**src/rtl/wfm_consts.vh**
```
// Notes on behaviour
// RULE1 - watchdog expired flag sets when not serviced
// RULE2 - expired flag reads zero before period runs
// RULE3 - expired watchdog trips fault, opens contactors
// RULE4 - freshness stale flag sets without data update
// RULE5 - stale flag reads zero while data updated
// RULE6 - cell monitor: installed cells, typically 3 s
// RULE7 - thermistor monitor: installed thermistors, typically 10 s
// RULE8 - module status monitor: installed modules, 3 s
// RULE9 - open-wire monitor refreshed per run, 120 s
// RULE10 - stack power monitor, typically 60 s
// RULE11 - link power-check monitor, typically 3 s
// RULE12 - controller and power side config monitors, 60 s
// RULE13 - RAM and ROM self-test watchdogs, 60 s
// RULE14 - service or update restarts count, clears flag
// RULE15 - periods counted in microseconds, held in registers
`ifndef WFM_CONSTS_VH
`define WFM_CONSTS_VH

`define WFM_CLK_MHZ         125
`define WFM_US_CYCLES       (`WFM_CLK_MHZ)
`define WFM_US_LAST         7'h7C
`define WFM_NUM_TIMERS      10
`define WFM_PER_W           32

// timer index: 0..7 freshness, 8..9 watchdogs
`define WFM_T_CELL          0
`define WFM_T_THERM         1
`define WFM_T_MODSTAT       2
`define WFM_T_OPENWIRE      3
`define WFM_T_POWER         4
`define WFM_T_LINKPWR       5
`define WFM_T_CTRLCFG       6
`define WFM_T_PWRCFG        7
`define WFM_T_RAMGUARD      8
`define WFM_T_ROMGUARD      9

// default periods in microseconds
`define WFM_PER_CELL_US     32'd3000000
`define WFM_PER_THERM_US    32'd10000000
`define WFM_PER_MODSTAT_US  32'd3000000
`define WFM_PER_OPENWIRE_US 32'd120000000
`define WFM_PER_POWER_US    32'd60000000
`define WFM_PER_LINKPWR_US  32'd3000000
`define WFM_PER_CFG_US      32'd60000000
`define WFM_PER_SELFTEST_US 32'd60000000

// register offsets (byte addresses)
`define WFM_A_PERIOD0       8'h00
`define WFM_A_FLAGS         8'h40
`define WFM_A_STATUS        8'h44
`define WFM_A_MASK          8'h48
`define WFM_A_CTRL          8'h4C

// control bits
`define WFM_CTRL_FAULT_CLR  0
`define WFM_CTRL_FAULT_EN   1
`define WFM_CTRL_RST        8'h02

`endif

```
**src/rtl/wfm_watchdog_freshness_monitor.v**
```verilog
`timescale 1ns/1ps
`default_nettype none
`include "wfm_consts.vh"

module wfm_timer (
  input  wire        clk_i,
  input  wire        rst_n_i,
  input  wire        us_tick_i,
  input  wire        refresh_i,
  input  wire        active_i,
  input  wire [31:0] period_i,
  output reg         flag_o
);
  reg  [31:0] count;
  wire        run_out;

  // a refresh beats a run-out in the same cycle, so a fresh sample is never flagged
  assign run_out = us_tick_i && (count + 32'h0000_0001 >= period_i);

  always @(posedge clk_i or negedge rst_n_i) begin
    if (!rst_n_i) begin
      count <= 32'h0000_0000;
    end else if (refresh_i || !active_i) begin
      count <= 32'h0000_0000; // [RULE14]
    end else if (us_tick_i && !run_out) begin
      count <= count + 32'h0000_0001;
    end
  end

  always @(posedge clk_i or negedge rst_n_i) begin
    if (!rst_n_i) begin
      flag_o <= 1'b0;
    end else if (refresh_i || !active_i) begin
      flag_o <= 1'b0; // [RULE2] [RULE5]
    end else if (run_out) begin
      flag_o <= 1'b1; // [RULE1] [RULE4]
    end
  end
endmodule

module wfm_watchdog_freshness_monitor (
  input  wire        clk_i,
  input  wire        rst_n_i,
  input  wire [7:0]  addr_i,
  input  wire [31:0] wdata_i,
  input  wire        wr_i,
  input  wire        rd_i,
  output reg  [31:0] rdata_o,
  input  wire        cell_update_i,
  input  wire        therm_update_i,
  input  wire        module_status_update_i,
  input  wire        open_wire_run_i,
  input  wire        stack_power_update_i,
  input  wire        link_power_check_i,
  input  wire        controller_config_check_i,
  input  wire        power_side_config_check_i,
  input  wire        ram_selftest_service_i,
  input  wire        rom_selftest_service_i,
  input  wire        cells_installed_i,
  input  wire        therms_installed_i,
  input  wire        modules_installed_i,
  output wire [7:0]  stale_o,
  output wire [1:0]  expired_o,
  output reg         fault_o,
  output wire        contactor_open_o,
  output wire        irq_o
);
  localparam N = `WFM_NUM_TIMERS;

  reg  [31:0]  period [0:N-1];
  reg  [N-1:0] status;
  reg  [N-1:0] mask;
  reg          fault_en;
  reg  [6:0]   pre;
  reg  [N-1:0] flags_q;
  wire         us_tick;
  wire [N-1:0] flags;
  wire [N-1:0] refresh;
  wire [N-1:0] active;
  wire [N-1:0] rise;
  wire [3:0]   pidx;
  wire         pwr;
  wire         st_clr;
  wire         fault_clr;
  wire         wr_mask;
  wire         wr_ctrl;
  reg  [31:0]  next_rdata;

  // each producer pulse restarts its own monitor
  assign refresh[`WFM_T_CELL]     = cell_update_i;
  assign refresh[`WFM_T_THERM]    = therm_update_i;
  assign refresh[`WFM_T_MODSTAT]  = module_status_update_i;
  assign refresh[`WFM_T_OPENWIRE] = open_wire_run_i;           // [RULE9]
  assign refresh[`WFM_T_POWER]    = stack_power_update_i;      // [RULE10]
  assign refresh[`WFM_T_LINKPWR]  = link_power_check_i;        // [RULE11]
  assign refresh[`WFM_T_CTRLCFG]  = controller_config_check_i; // [RULE12]
  assign refresh[`WFM_T_PWRCFG]   = power_side_config_check_i; // [RULE12]
  assign refresh[`WFM_T_RAMGUARD] = ram_selftest_service_i;    // [RULE13]
  assign refresh[`WFM_T_ROMGUARD] = rom_selftest_service_i;    // [RULE13]
  // only installed cells, thermistors and modules are supervised; the rest always run
  assign active[`WFM_T_CELL]    = cells_installed_i;   // [RULE6]
  assign active[`WFM_T_THERM]   = therms_installed_i;  // [RULE7]
  assign active[`WFM_T_MODSTAT] = modules_installed_i; // [RULE8]
  assign active[9:3]            = 7'h7F;

  // microsecond prescaler
  assign us_tick = (pre == `WFM_US_LAST); // [RULE15]
  always @(posedge clk_i or negedge rst_n_i) begin
    if (!rst_n_i) begin
      pre <= 7'h00;
    end else if (us_tick) begin
      pre <= 7'h00;
    end else begin
      pre <= pre + 7'h01;
    end
  end

  // freshness monitors
  // cell data age; held clear while no cells are fitted
  wfm_timer u_cell_tmr (
    .clk_i     (clk_i),
    .rst_n_i   (rst_n_i),
    .us_tick_i (us_tick),
    .refresh_i (refresh[`WFM_T_CELL]),
    .active_i  (active[`WFM_T_CELL]),
    .period_i  (period[`WFM_T_CELL]),
    .flag_o    (flags[`WFM_T_CELL])
  );

  // thermistor data age; the period must cover eight link scans
  wfm_timer u_therm_tmr (
    .clk_i     (clk_i),
    .rst_n_i   (rst_n_i),
    .us_tick_i (us_tick),
    .refresh_i (refresh[`WFM_T_THERM]),
    .active_i  (active[`WFM_T_THERM]),
    .period_i  (period[`WFM_T_THERM]),
    .flag_o    (flags[`WFM_T_THERM])
  );

  // interface module status age
  wfm_timer u_modstat_tmr (
    .clk_i     (clk_i),
    .rst_n_i   (rst_n_i),
    .us_tick_i (us_tick),
    .refresh_i (refresh[`WFM_T_MODSTAT]),
    .active_i  (active[`WFM_T_MODSTAT]),
    .period_i  (period[`WFM_T_MODSTAT]),
    .flag_o    (flags[`WFM_T_MODSTAT])
  );

  // open-wire detection runs
  wfm_timer u_openwire_tmr (
    .clk_i     (clk_i),
    .rst_n_i   (rst_n_i),
    .us_tick_i (us_tick),
    .refresh_i (refresh[`WFM_T_OPENWIRE]),
    .active_i  (active[`WFM_T_OPENWIRE]),
    .period_i  (period[`WFM_T_OPENWIRE]),
    .flag_o    (flags[`WFM_T_OPENWIRE])
  );

  // stack voltage and current samples
  wfm_timer u_power_tmr (
    .clk_i     (clk_i),
    .rst_n_i   (rst_n_i),
    .us_tick_i (us_tick),
    .refresh_i (refresh[`WFM_T_POWER]),
    .active_i  (active[`WFM_T_POWER]),
    .period_i  (period[`WFM_T_POWER]),
    .flag_o    (flags[`WFM_T_POWER])
  );

  // link power-error checks
  wfm_timer u_linkpwr_tmr (
    .clk_i     (clk_i),
    .rst_n_i   (rst_n_i),
    .us_tick_i (us_tick),
    .refresh_i (refresh[`WFM_T_LINKPWR]),
    .active_i  (active[`WFM_T_LINKPWR]),
    .period_i  (period[`WFM_T_LINKPWR]),
    .flag_o    (flags[`WFM_T_LINKPWR])
  );

  // controller side configuration checks
  wfm_timer u_ctrlcfg_tmr (
    .clk_i     (clk_i),
    .rst_n_i   (rst_n_i),
    .us_tick_i (us_tick),
    .refresh_i (refresh[`WFM_T_CTRLCFG]),
    .active_i  (active[`WFM_T_CTRLCFG]),
    .period_i  (period[`WFM_T_CTRLCFG]),
    .flag_o    (flags[`WFM_T_CTRLCFG])
  );

  // power side configuration checks
  wfm_timer u_pwrcfg_tmr (
    .clk_i     (clk_i),
    .rst_n_i   (rst_n_i),
    .us_tick_i (us_tick),
    .refresh_i (refresh[`WFM_T_PWRCFG]),
    .active_i  (active[`WFM_T_PWRCFG]),
    .period_i  (period[`WFM_T_PWRCFG]),
    .flag_o    (flags[`WFM_T_PWRCFG])
  );

  // watchdogs: only these can trip the fault
  // memory self-test service
  wfm_timer u_ramguard_tmr (
    .clk_i     (clk_i),
    .rst_n_i   (rst_n_i),
    .us_tick_i (us_tick),
    .refresh_i (refresh[`WFM_T_RAMGUARD]),
    .active_i  (active[`WFM_T_RAMGUARD]),
    .period_i  (period[`WFM_T_RAMGUARD]),
    .flag_o    (flags[`WFM_T_RAMGUARD])
  );

  // code store self-test service
  wfm_timer u_romguard_tmr (
    .clk_i     (clk_i),
    .rst_n_i   (rst_n_i),
    .us_tick_i (us_tick),
    .refresh_i (refresh[`WFM_T_ROMGUARD]),
    .active_i  (active[`WFM_T_ROMGUARD]),
    .period_i  (period[`WFM_T_ROMGUARD]),
    .flag_o    (flags[`WFM_T_ROMGUARD])
  );

  assign stale_o   = flags[7:0];
  assign expired_o = flags[9:8];
  assign rise      = flags & ~flags_q;
  assign pidx      = addr_i[5:2];
  assign pwr       = wr_i && (addr_i[7:6] == 2'b00) && (pidx < 4'd10);
  assign st_clr    = wr_i && (addr_i == `WFM_A_STATUS);
  assign wr_mask   = wr_i && (addr_i == `WFM_A_MASK);
  assign wr_ctrl   = wr_i && (addr_i == `WFM_A_CTRL);
  assign fault_clr = wr_ctrl && wdata_i[`WFM_CTRL_FAULT_CLR];

  // period registers: how long each monitor may go without a refresh
  // a new period takes effect at once against the running count
  always @(posedge clk_i or negedge rst_n_i) begin
    if (!rst_n_i) begin
      period[`WFM_T_CELL]     <= `WFM_PER_CELL_US;
      period[`WFM_T_THERM]    <= `WFM_PER_THERM_US;
      period[`WFM_T_MODSTAT]  <= `WFM_PER_MODSTAT_US;
      period[`WFM_T_OPENWIRE] <= `WFM_PER_OPENWIRE_US;
      period[`WFM_T_POWER]    <= `WFM_PER_POWER_US;
      period[`WFM_T_LINKPWR]  <= `WFM_PER_LINKPWR_US;
      period[`WFM_T_CTRLCFG]  <= `WFM_PER_CFG_US;
      period[`WFM_T_PWRCFG]   <= `WFM_PER_CFG_US;
      period[`WFM_T_RAMGUARD] <= `WFM_PER_SELFTEST_US;
      period[`WFM_T_ROMGUARD] <= `WFM_PER_SELFTEST_US;
    end else if (pwr) begin
      period[pidx] <= wdata_i; // [RULE15]
    end
  end

  // interrupt mask
  always @(posedge clk_i or negedge rst_n_i) begin
    if (!rst_n_i) begin
      mask <= 10'h000;
    end else if (wr_mask) begin
      mask <= wdata_i[N-1:0];
    end
  end

  // fault enable, set out of reset so an expiry trips without setup
  always @(posedge clk_i or negedge rst_n_i) begin
    if (!rst_n_i) begin
      fault_en <= 1'b1;
    end else if (wr_ctrl) begin
      fault_en <= wdata_i[`WFM_CTRL_FAULT_EN];
    end
  end

  // edge detector starts at the flags' idle level, so no false event follows reset
  always @(posedge clk_i or negedge rst_n_i) begin
    if (!rst_n_i) begin
      flags_q <= 10'h000;
    end else begin
      flags_q <= flags;
    end
  end

  // new events win over a write-one-to-clear in the same cycle
  always @(posedge clk_i or negedge rst_n_i) begin
    if (!rst_n_i) begin
      status <= 10'h000;
    end else begin
      status <= (status & ~(st_clr ? wdata_i[N-1:0] : 10'h000)) | rise;
    end
  end

  // fault latches until cleared; an expiry in the clear cycle still trips
  // a clear while a watchdog is still expired and fault_en is set has no effect
  always @(posedge clk_i or negedge rst_n_i) begin
    if (!rst_n_i) begin
      fault_o <= 1'b0;
    end else if (fault_en && |flags[9:8]) begin
      fault_o <= 1'b1; // [RULE3]
    end else if (fault_clr) begin
      fault_o <= 1'b0;
    end
  end

  assign contactor_open_o = fault_o; // [RULE3]
  assign irq_o            = |(status & mask);

  // read mux; unmapped addresses return zero
  always @* begin
    next_rdata = 32'h0000_0000;
    if (rd_i) begin
      case (addr_i)
        8'h00:         next_rdata = period[0];
        8'h04:         next_rdata = period[1];
        8'h08:         next_rdata = period[2];
        8'h0C:         next_rdata = period[3];
        8'h10:         next_rdata = period[4];
        8'h14:         next_rdata = period[5];
        8'h18:         next_rdata = period[6];
        8'h1C:         next_rdata = period[7];
        8'h20:         next_rdata = period[8];
        8'h24:         next_rdata = period[9];
        `WFM_A_FLAGS:  next_rdata = {22'h0, flags};
        `WFM_A_STATUS: next_rdata = {22'h0, status};
        `WFM_A_MASK:   next_rdata = {22'h0, mask};
        `WFM_A_CTRL:   next_rdata = {30'h0, fault_en, fault_o};
        default:       next_rdata = 32'h0000_0000;
      endcase
    end
  end

  // zero outside the read slot, so an old word never lingers on the bus
  always @(posedge clk_i or negedge rst_n_i) begin
    if (!rst_n_i) begin
      rdata_o <= 32'h0000_0000;
    end else begin
      rdata_o <= next_rdata;
    end
  end
endmodule

`default_nettype wire

```
**config.mk**
```make
export PLATFORM = sky130hd
export DESIGN_NAME = wfm_watchdog_freshness_monitor
export DESIGN_NICKNAME = d
export VERILOG_FILES = /design/src/rtl/wfm_watchdog_freshness_monitor.v
export VERILOG_INCLUDE_DIRS = /design/src /design/src/rtl
export SDC_FILE = /design/constraint.sdc
export NUM_CORES = 2
export LEC_CHECK = 0
export BUFFER_PORTS_ARGS = -buffer_cell sky130_fd_sc_hd__buf_2
export CAP_MARGIN = 0
export CELL_PAD_IN_SITES_DETAIL_PLACEMENT = 1
export CELL_PAD_IN_SITES_GLOBAL_PLACEMENT = 2
export CORE_UTILIZATION = 42
export CTS_CLUSTER_SIZE = 20
export DETAILED_ROUTE_END_ITERATION = 10
export PLACE_DENSITY = 0.89
export SLEW_MARGIN = 20
export SYNTH_ARGS = -nofsm -noshare
export SYNTH_HDL_FRONTEND = slang
export SYNTH_SLANG_ARGS = --single-unit
```
**constraint.sdc**
```tcl
create_clock -name clk_i -period 5.3 [get_ports clk_i]
set_input_delay 1.06 -clock clk_i [delete_from_list [all_inputs] [get_ports clk_i]]
set_output_delay 1.06 -clock clk_i [all_outputs]
set_load 0.05 [all_outputs]
```
== Yosys cells after proc, flatten, opt, wreduce, memory -nomap -nowiden ==
Cells that the tools add are included.
Operators by class
  magnitude comparators: 13
  shift-type cells: 0
  multipliers: 0
  multiplexer cells: 49
  eq/ne operators: 14
  bitwise logic cells: 7
  div/mod/pow operators: 0
  reductions and logical operators: 69
  add/sub/neg operators: 11
Operators by type and width (number)
  2-to-1 mux 32 bit: 22
  one-hot mux 32 bit (14 select lines): 1
  adder 32 x 1 -> 32 bit, second input constant: 10
  bitwise mux 320 bit: 1
  greater-or-equal comparator 32 bit: 10
  demux 32 bit (select 4 bit): 1
  nonzero test 2 bit: 21
  equality test 8 x 5 -> 1 bit, second input constant: 4
  equality test 8 x 7 -> 1 bit, second input constant: 4
  bitwise AND 10 bit: 3
  logical AND 1 bit: 28
  2-to-1 mux 1 bit: 22
  NOT 10 bit: 2
  equality test 8 x 4 -> 1 bit, second input constant: 2
  equality test 8 x 6 -> 1 bit, second input constant: 2
  zero test 1 bit: 13
  2-to-1 mux 10 bit: 1
  OR 10 bit: 1
  OR reduction 10 bit: 1
  equality test 8 x 3 -> 1 bit, second input constant: 1
  zero test 8 bit: 1
  adder 7 x 1 -> 7 bit, second input constant: 1
  equality test 7 bit, second input constant: 1
  2-to-1 mux 7 bit: 1
  other kinds (7): 9
Word-level totals
  bits in read-only memories: 0
  bits in latches: 0
  word-level logic and storage cells: 200
  memories kept: 0
  bits in registers: 721
  memory bits (writable): 0

== Logic depth before layout (Yosys ltp) ==
  depth in word-level cells: 7
  depth in mapped cells: 19
  depth with buffers taken out: 16

== By module ==
Synthesis repeated with hierarchy kept, for this count alone.
Unflattened totals
  cells, all modules: 4746
  area, all modules: 47047.6 µm²
Modules (own cells, without submodules)
  wfm_timer (u_cell_tmr ...): cells each 347, times used 9, area each 2985.4 µm², sequential area each 825.8 µm²
  wfm_watchdog_freshness_monitor: cells each 1276, times used 1, area each 17184.0 µm², sequential area each 9908.3 µm²
  wfm_timer (u_ramguard_tmr): cells each 347, times used 1, area each 2995.4 µm², sequential area each 825.8 µm²

== Worst setup path after synthesis ==
Ideal clock, no wire load.
  kind: register -> register
  start point: reg u_ctrlcfg_tmr.count[0]
  end point: reg u_ctrlcfg_tmr.count[16]
  path slack: 0.853 ns
  path buffers: 2
  data arrival time: 4.323 ns
  cell stages (with the launch flop): 18
  clock period less this slack: 4.447 ns
  data required time: 5.175 ns
  cells stage by stage: dfrtp_1 > ha_1 > and3_1 > clkbuf_1 > nand4_1 > or2_2 > or4_1 > nor2_1 > xor2_1 > ha_1 > a21oi_1 > nand2_1 > a221o_1 > a221o_1 > or2_2 > clkbuf_1 > nor3_1 > mux2_2
Between the ends
  longest elaborated chain between the ends: 6
RTL lines
  start, declared: RTL line wfm_watchdog_freshness_monitor.v:14  | reg [31:0] count;
  start signal, assigned: RTL line wfm_watchdog_freshness_monitor.v:26  | count <= count + 32'h0000_0001;
  adder 32 x 1 -> 32 bit (*): RTL line wfm_watchdog_freshness_monitor.v:18, wfm_watchdog_freshness_monitor.v:26
  greater-or-equal comparator 32 bit: RTL line wfm_watchdog_freshness_monitor.v:18  | assign run_out = us_tick_i && (count + 32'h0000_0001 >= period_i);
  logical AND 1 bit: RTL line wfm_watchdog_freshness_monitor.v:18
  zero test 1 bit: RTL line wfm_watchdog_freshness_monitor.v:25  | end else if (us_tick_i && !run_out) begin
  logical AND 1 bit: RTL line wfm_watchdog_freshness_monitor.v:25
  nonzero test 2 bit (no source line)
Every way passes the cells marked *; elsewhere a longest branch is shown, timed or not. The select of a mux whose other input is x is not followed.
A chain may end at the register's enable or synchronous reset.

== Worst setup path after layout ==
  start point: reg u_linkpwr_tmr.count[11]
  end point: reg u_linkpwr_tmr.count[12]
Between the ends
  longest elaborated chain between the ends: 6
RTL lines (RTL line)
  start, declared: wfm_watchdog_freshness_monitor.v:14
  start signal, assigned: wfm_watchdog_freshness_monitor.v:26
  adder 32 x 1 -> 32 bit (*): wfm_watchdog_freshness_monitor.v:18, wfm_watchdog_freshness_monitor.v:26
  greater-or-equal comparator 32 bit: wfm_watchdog_freshness_monitor.v:18
  logical AND 1 bit: wfm_watchdog_freshness_monitor.v:18
  zero test 1 bit: wfm_watchdog_freshness_monitor.v:25
  logical AND 1 bit: wfm_watchdog_freshness_monitor.v:25
  nonzero test 2 bit (no source line)
Marked as above.

==> reports/results.tsv <==
stage	metric	value	unit
floorplanning	DIE WIDTH	332	um
detailed_routing	DR iter-0 viols	3843	
clocking	Clock Latency Late Sink	0.70	ns
clocking	setup repair bufs after CTS	0	
detailed_routing	via/cell ratio	6.23	
setup_path	worst reg2reg setup slack	0.43	ns
floorplanning	Die Y	332	um
setup_path	Crit path depth	14	
timing	normalized max-slew margin	36.1	%
finish	layout cells sized above 1	17.6	%
clocking	post-CTS sizing	0	
detailed_routing	Final Routed Wirelength	168	mm
timing	Fmax achieved	206	MHz
detailed_routing	WL/cell	26.8	um
finish	commonest non-fill, non-tap cell in the layout	dfrtp_1	
synthesis	Cell Area, Synth	45700	sq um
global_route	Tot GR Track Use	30.2	%
setup_path	Slowest-stage cell, CP	or4_1	
pwr	Max rail drop VDD	0.367	mV
finish	fin cells	6257	
timing	final worst path period share	91.8	%
finish	commonest cells after routing, fill and taps aside	dfrtp_1 (622), inv_1 (363), mux2_2 (353), nor2_1 (335), ha_1 (332)	
floorplanning	IO Count	102	
timing	final count of hold timing violations	0	
detailed_routing	Detail Route Antenna Nets	0	
global_route	number of global-route vias before repair	40000	
synthesis	Avg Cell Area, Syn	9.61	sq um
timing	Final Max Slew Viols	0	
setup_path	Worst setup EP type	register	
timing	Min Hold Slack	0.421	ns
synthesis	Yosys reg bits	721	
global_route	initial antenna violation count	22	
clocking	CTS tree	built	
setup_path	CP Buf/Inv Count	0	
pwr	Internal	0.0104	W
floorplanning	DIE AREA	110000	sq um
timing	Slew @ Worst Pin	0.958	ns
clocking	H-tree depth	3	
status	status	completed	
timing	fin crit period	4.87	ns
detailed_routing	DRC violations left	0	
setup_path	Worst EP required	5.89	ns
synthesis	Post-synth EDFFs	0	
synthesis	cells after synthesis	4754	
pwr	sw frac	28.9	%
synthesis	Unique masters post-synth	82	
pwr	Reg power frac	43.9	%
floorplanning	Core ar.	108000	sq um
pwr	Combinational Power Share	10.6	%
pwr	pwr/cell area	288	nW/um^2
finish	area of the multi-input gates	25200	sq um
synthesis	Mapped Nets	5143	
finish	FILL cells	12100	
pwr	total chip power	0.0147	W
finish	Total Nets Final	5166	
setup_path	Reg-to-Reg Start	u_linkpwr_tmr.count[11]	
clocking	clock root buffer	clkbuf_16	
detailed_routing	via count	39000	
floorplanning	Initial Util	42.5	%
synthesis	synth warn	0	
placement	cell count after placement	6090	
setup_path	FF-to-FF End	u_linkpwr_tmr.count[12]	
setup_path	cell chain of the critical path	nand4_1 > or4_1 > or3_1 > nor2_1 > nand3_1 > xnor2_1 > ha_1 > nand4_1 > nor2_1 > a221oi_1 > o221a_2 > nand3_1 > or4_1 > a21oi_1	
clocking	clock slew at reported path FFs	0.06	ns
pwr	leakage power	22.4	nW
clocking	CTS Buf Count	87	
finish	end-of-flow core utilization	47.4	%
synthesis	sequential fraction of the synthesis area	39.8	%
placement	port bufs	101	
floorplanning	site row count	120	
min_path	HP Class	reg -> reg	
pwr	NetSw	0.00424	W
placement	GPL Wtd Cong	0.973	
setup_path	CP max stage delay	0.61	ns
synthesis	top_reg_cell synth	dfrtp_1	
clocking	CTS max path bufs	3	
detailed_routing	DR pass1 iterations	8	
clocking	cts hold-fix bufs	0	
setup_path	CP Launch Type	register	
synthesis	asr flop ratio synth	100	%
flow_run	max-cap violations	0	
placement	post-DP HPWL	123	mm
finish	Reg area	18200	sq um
timing	RSZ-0062 raised after global routing	no	
pwr	Clock power frac	45.5	%
setup_path	worst setup path category	reg -> reg	
global_route	largest net degree at the start of global routing	132	
clocking	clock sinks	721	
setup_path	Worst EP arrival	5.45	ns
global_route	Remaining Overflow, GRT	0	
setup_path	Worst setup startpoint	u_linkpwr_tmr.count[11]	
timing	Setup Skew	0.0367	ns
timing	total negative slack	0	ns
finish	Area growth, synth to finish	11.6	%
global_route	global-route wire length before repair	254	mm
setup_path	Crit Path Max Fanout	12	
setup_path	r2r worst-path depth	14	
setup_path	Worst Setup EP	u_linkpwr_tmr.count[12]	
setup_path	Worst path top cell family by delay	simple AND/OR/NAND/NOR gates	
timing	Final setup viols	0	
## layer usage
layer  track usage (%)  up-vias  wire length, um
met4              15.4       20             9990
met1              40.2    19800            69600
li1                  -    17000                -
met3              6.21      473            14000
met5                 0        -              130
met2              46.4     1631            73800
## through the flow
step / area [sq um] / setup WS, ns
after floorplan: 45700 / 0.853
after global placement: 47800 / 0.492
after detailed placement: 47800 / 0.416
after CTS: 51000 / 0.355
after global routing: 51000 / 0.0920
final: 51000 / 0.435
## worst min-delay path by stage
| stage | slack (ns) | startpoint | end | cells past startpoint |
|---|---|---|---|---|
| after detailed placement | 0.41 | flags_q[2] | status[2] | 1 |
| after CTS | 0.42 | flags_q[2] | status[2] | 1 |
| after global placement | 0.40 | flags_q[6] | status[6] | 1 |
| after global routing | 0.44 | flags_q[9] | status[9] | 1 |
| final | 0.42 | flags_q[2] | status[2] | 1 |
| after floorplan | 0.40 | u_therm_tmr.flag_o | flags_q[1] | 0 |
## Yosys cell counts (30+ instances only)
master    instances  area (sq um)
buf_1            54           203
a22oi_1          55           413
and4_1           39           342
o21ai_0         135           676
nand4_1         117           732
or4_1            37           278
and3_1           70           438
a22o_1           40           350
nor2_1          341          1280
xnor2_1         329          2880
a21o_1           31           233
dfstp_2          99          2600
a221oi_1         63           552
xor2_1          128          1120
inv_1           363          1360
clkbuf_1        184           691
nor3_1           57           285
a21oi_1         245          1230
dfrtp_1         622         15600
a31oi_1          34           213
o31ai_1          30           225
nor2b_1          42           263
ha_1            332          4150
nand2_1         286          1070
or3_1            52           325
nand3_1         189           946
mux2_2          353          3980
nor4_1          122           763
## layout make-up
type                    count  area share (%)
diodes                      2         0.00982
clock buffers             120            4.91
clock inverters            44            1.34
inverters                 363            2.67
multi-input cells        3415            49.4
flip-flops and latches    721            35.6
well taps                1403            3.44
repair buffers            189            2.55
## state kept, by name (all words and copies together), names as in the netlist, 32 cells and up
signal	cells
u_pwrcfg_tmr.count	32
u_therm_tmr.count	32
u_openwire_tmr.count	32
period	320
u_cell_tmr.count	32
u_modstat_tmr.count	32
u_romguard_tmr.count	32
u_linkpwr_tmr.count	32
rdata_o	32
u_power_tmr.count	32
u_ramguard_tmr.count	32
u_ctrlcfg_tmr.count	32
## power by group through the flow
stage	sequential, W	clock, W	combinational (W)
6_report	0.00644	0.00668	0.00155
5_1_grt	0.00642	0.00693	0.00171
3_5_place_dp	0.00648	0	0.00152
4_1_cts	0.00639	0.00675	0.00154
3_3_place_gp	0.00646	0	0.00144
2_1_floorplan	0.00614	0	0.000966
## cells by family after synthesis
family	count (synthesis)	synth area share [%]
adder cells (fa/ha/maj)	332	9.10
AO/OA/AOI/OAI	769	11.1
buffers and inverters	618	5.20
AND/OR/NAND/NOR	1495	17.1
multiplexers	362	8.90
XOR/XNOR	457	8.76
flip-flops	721	39.8
No activity file was read; power rests on OpenSTA's default activity.
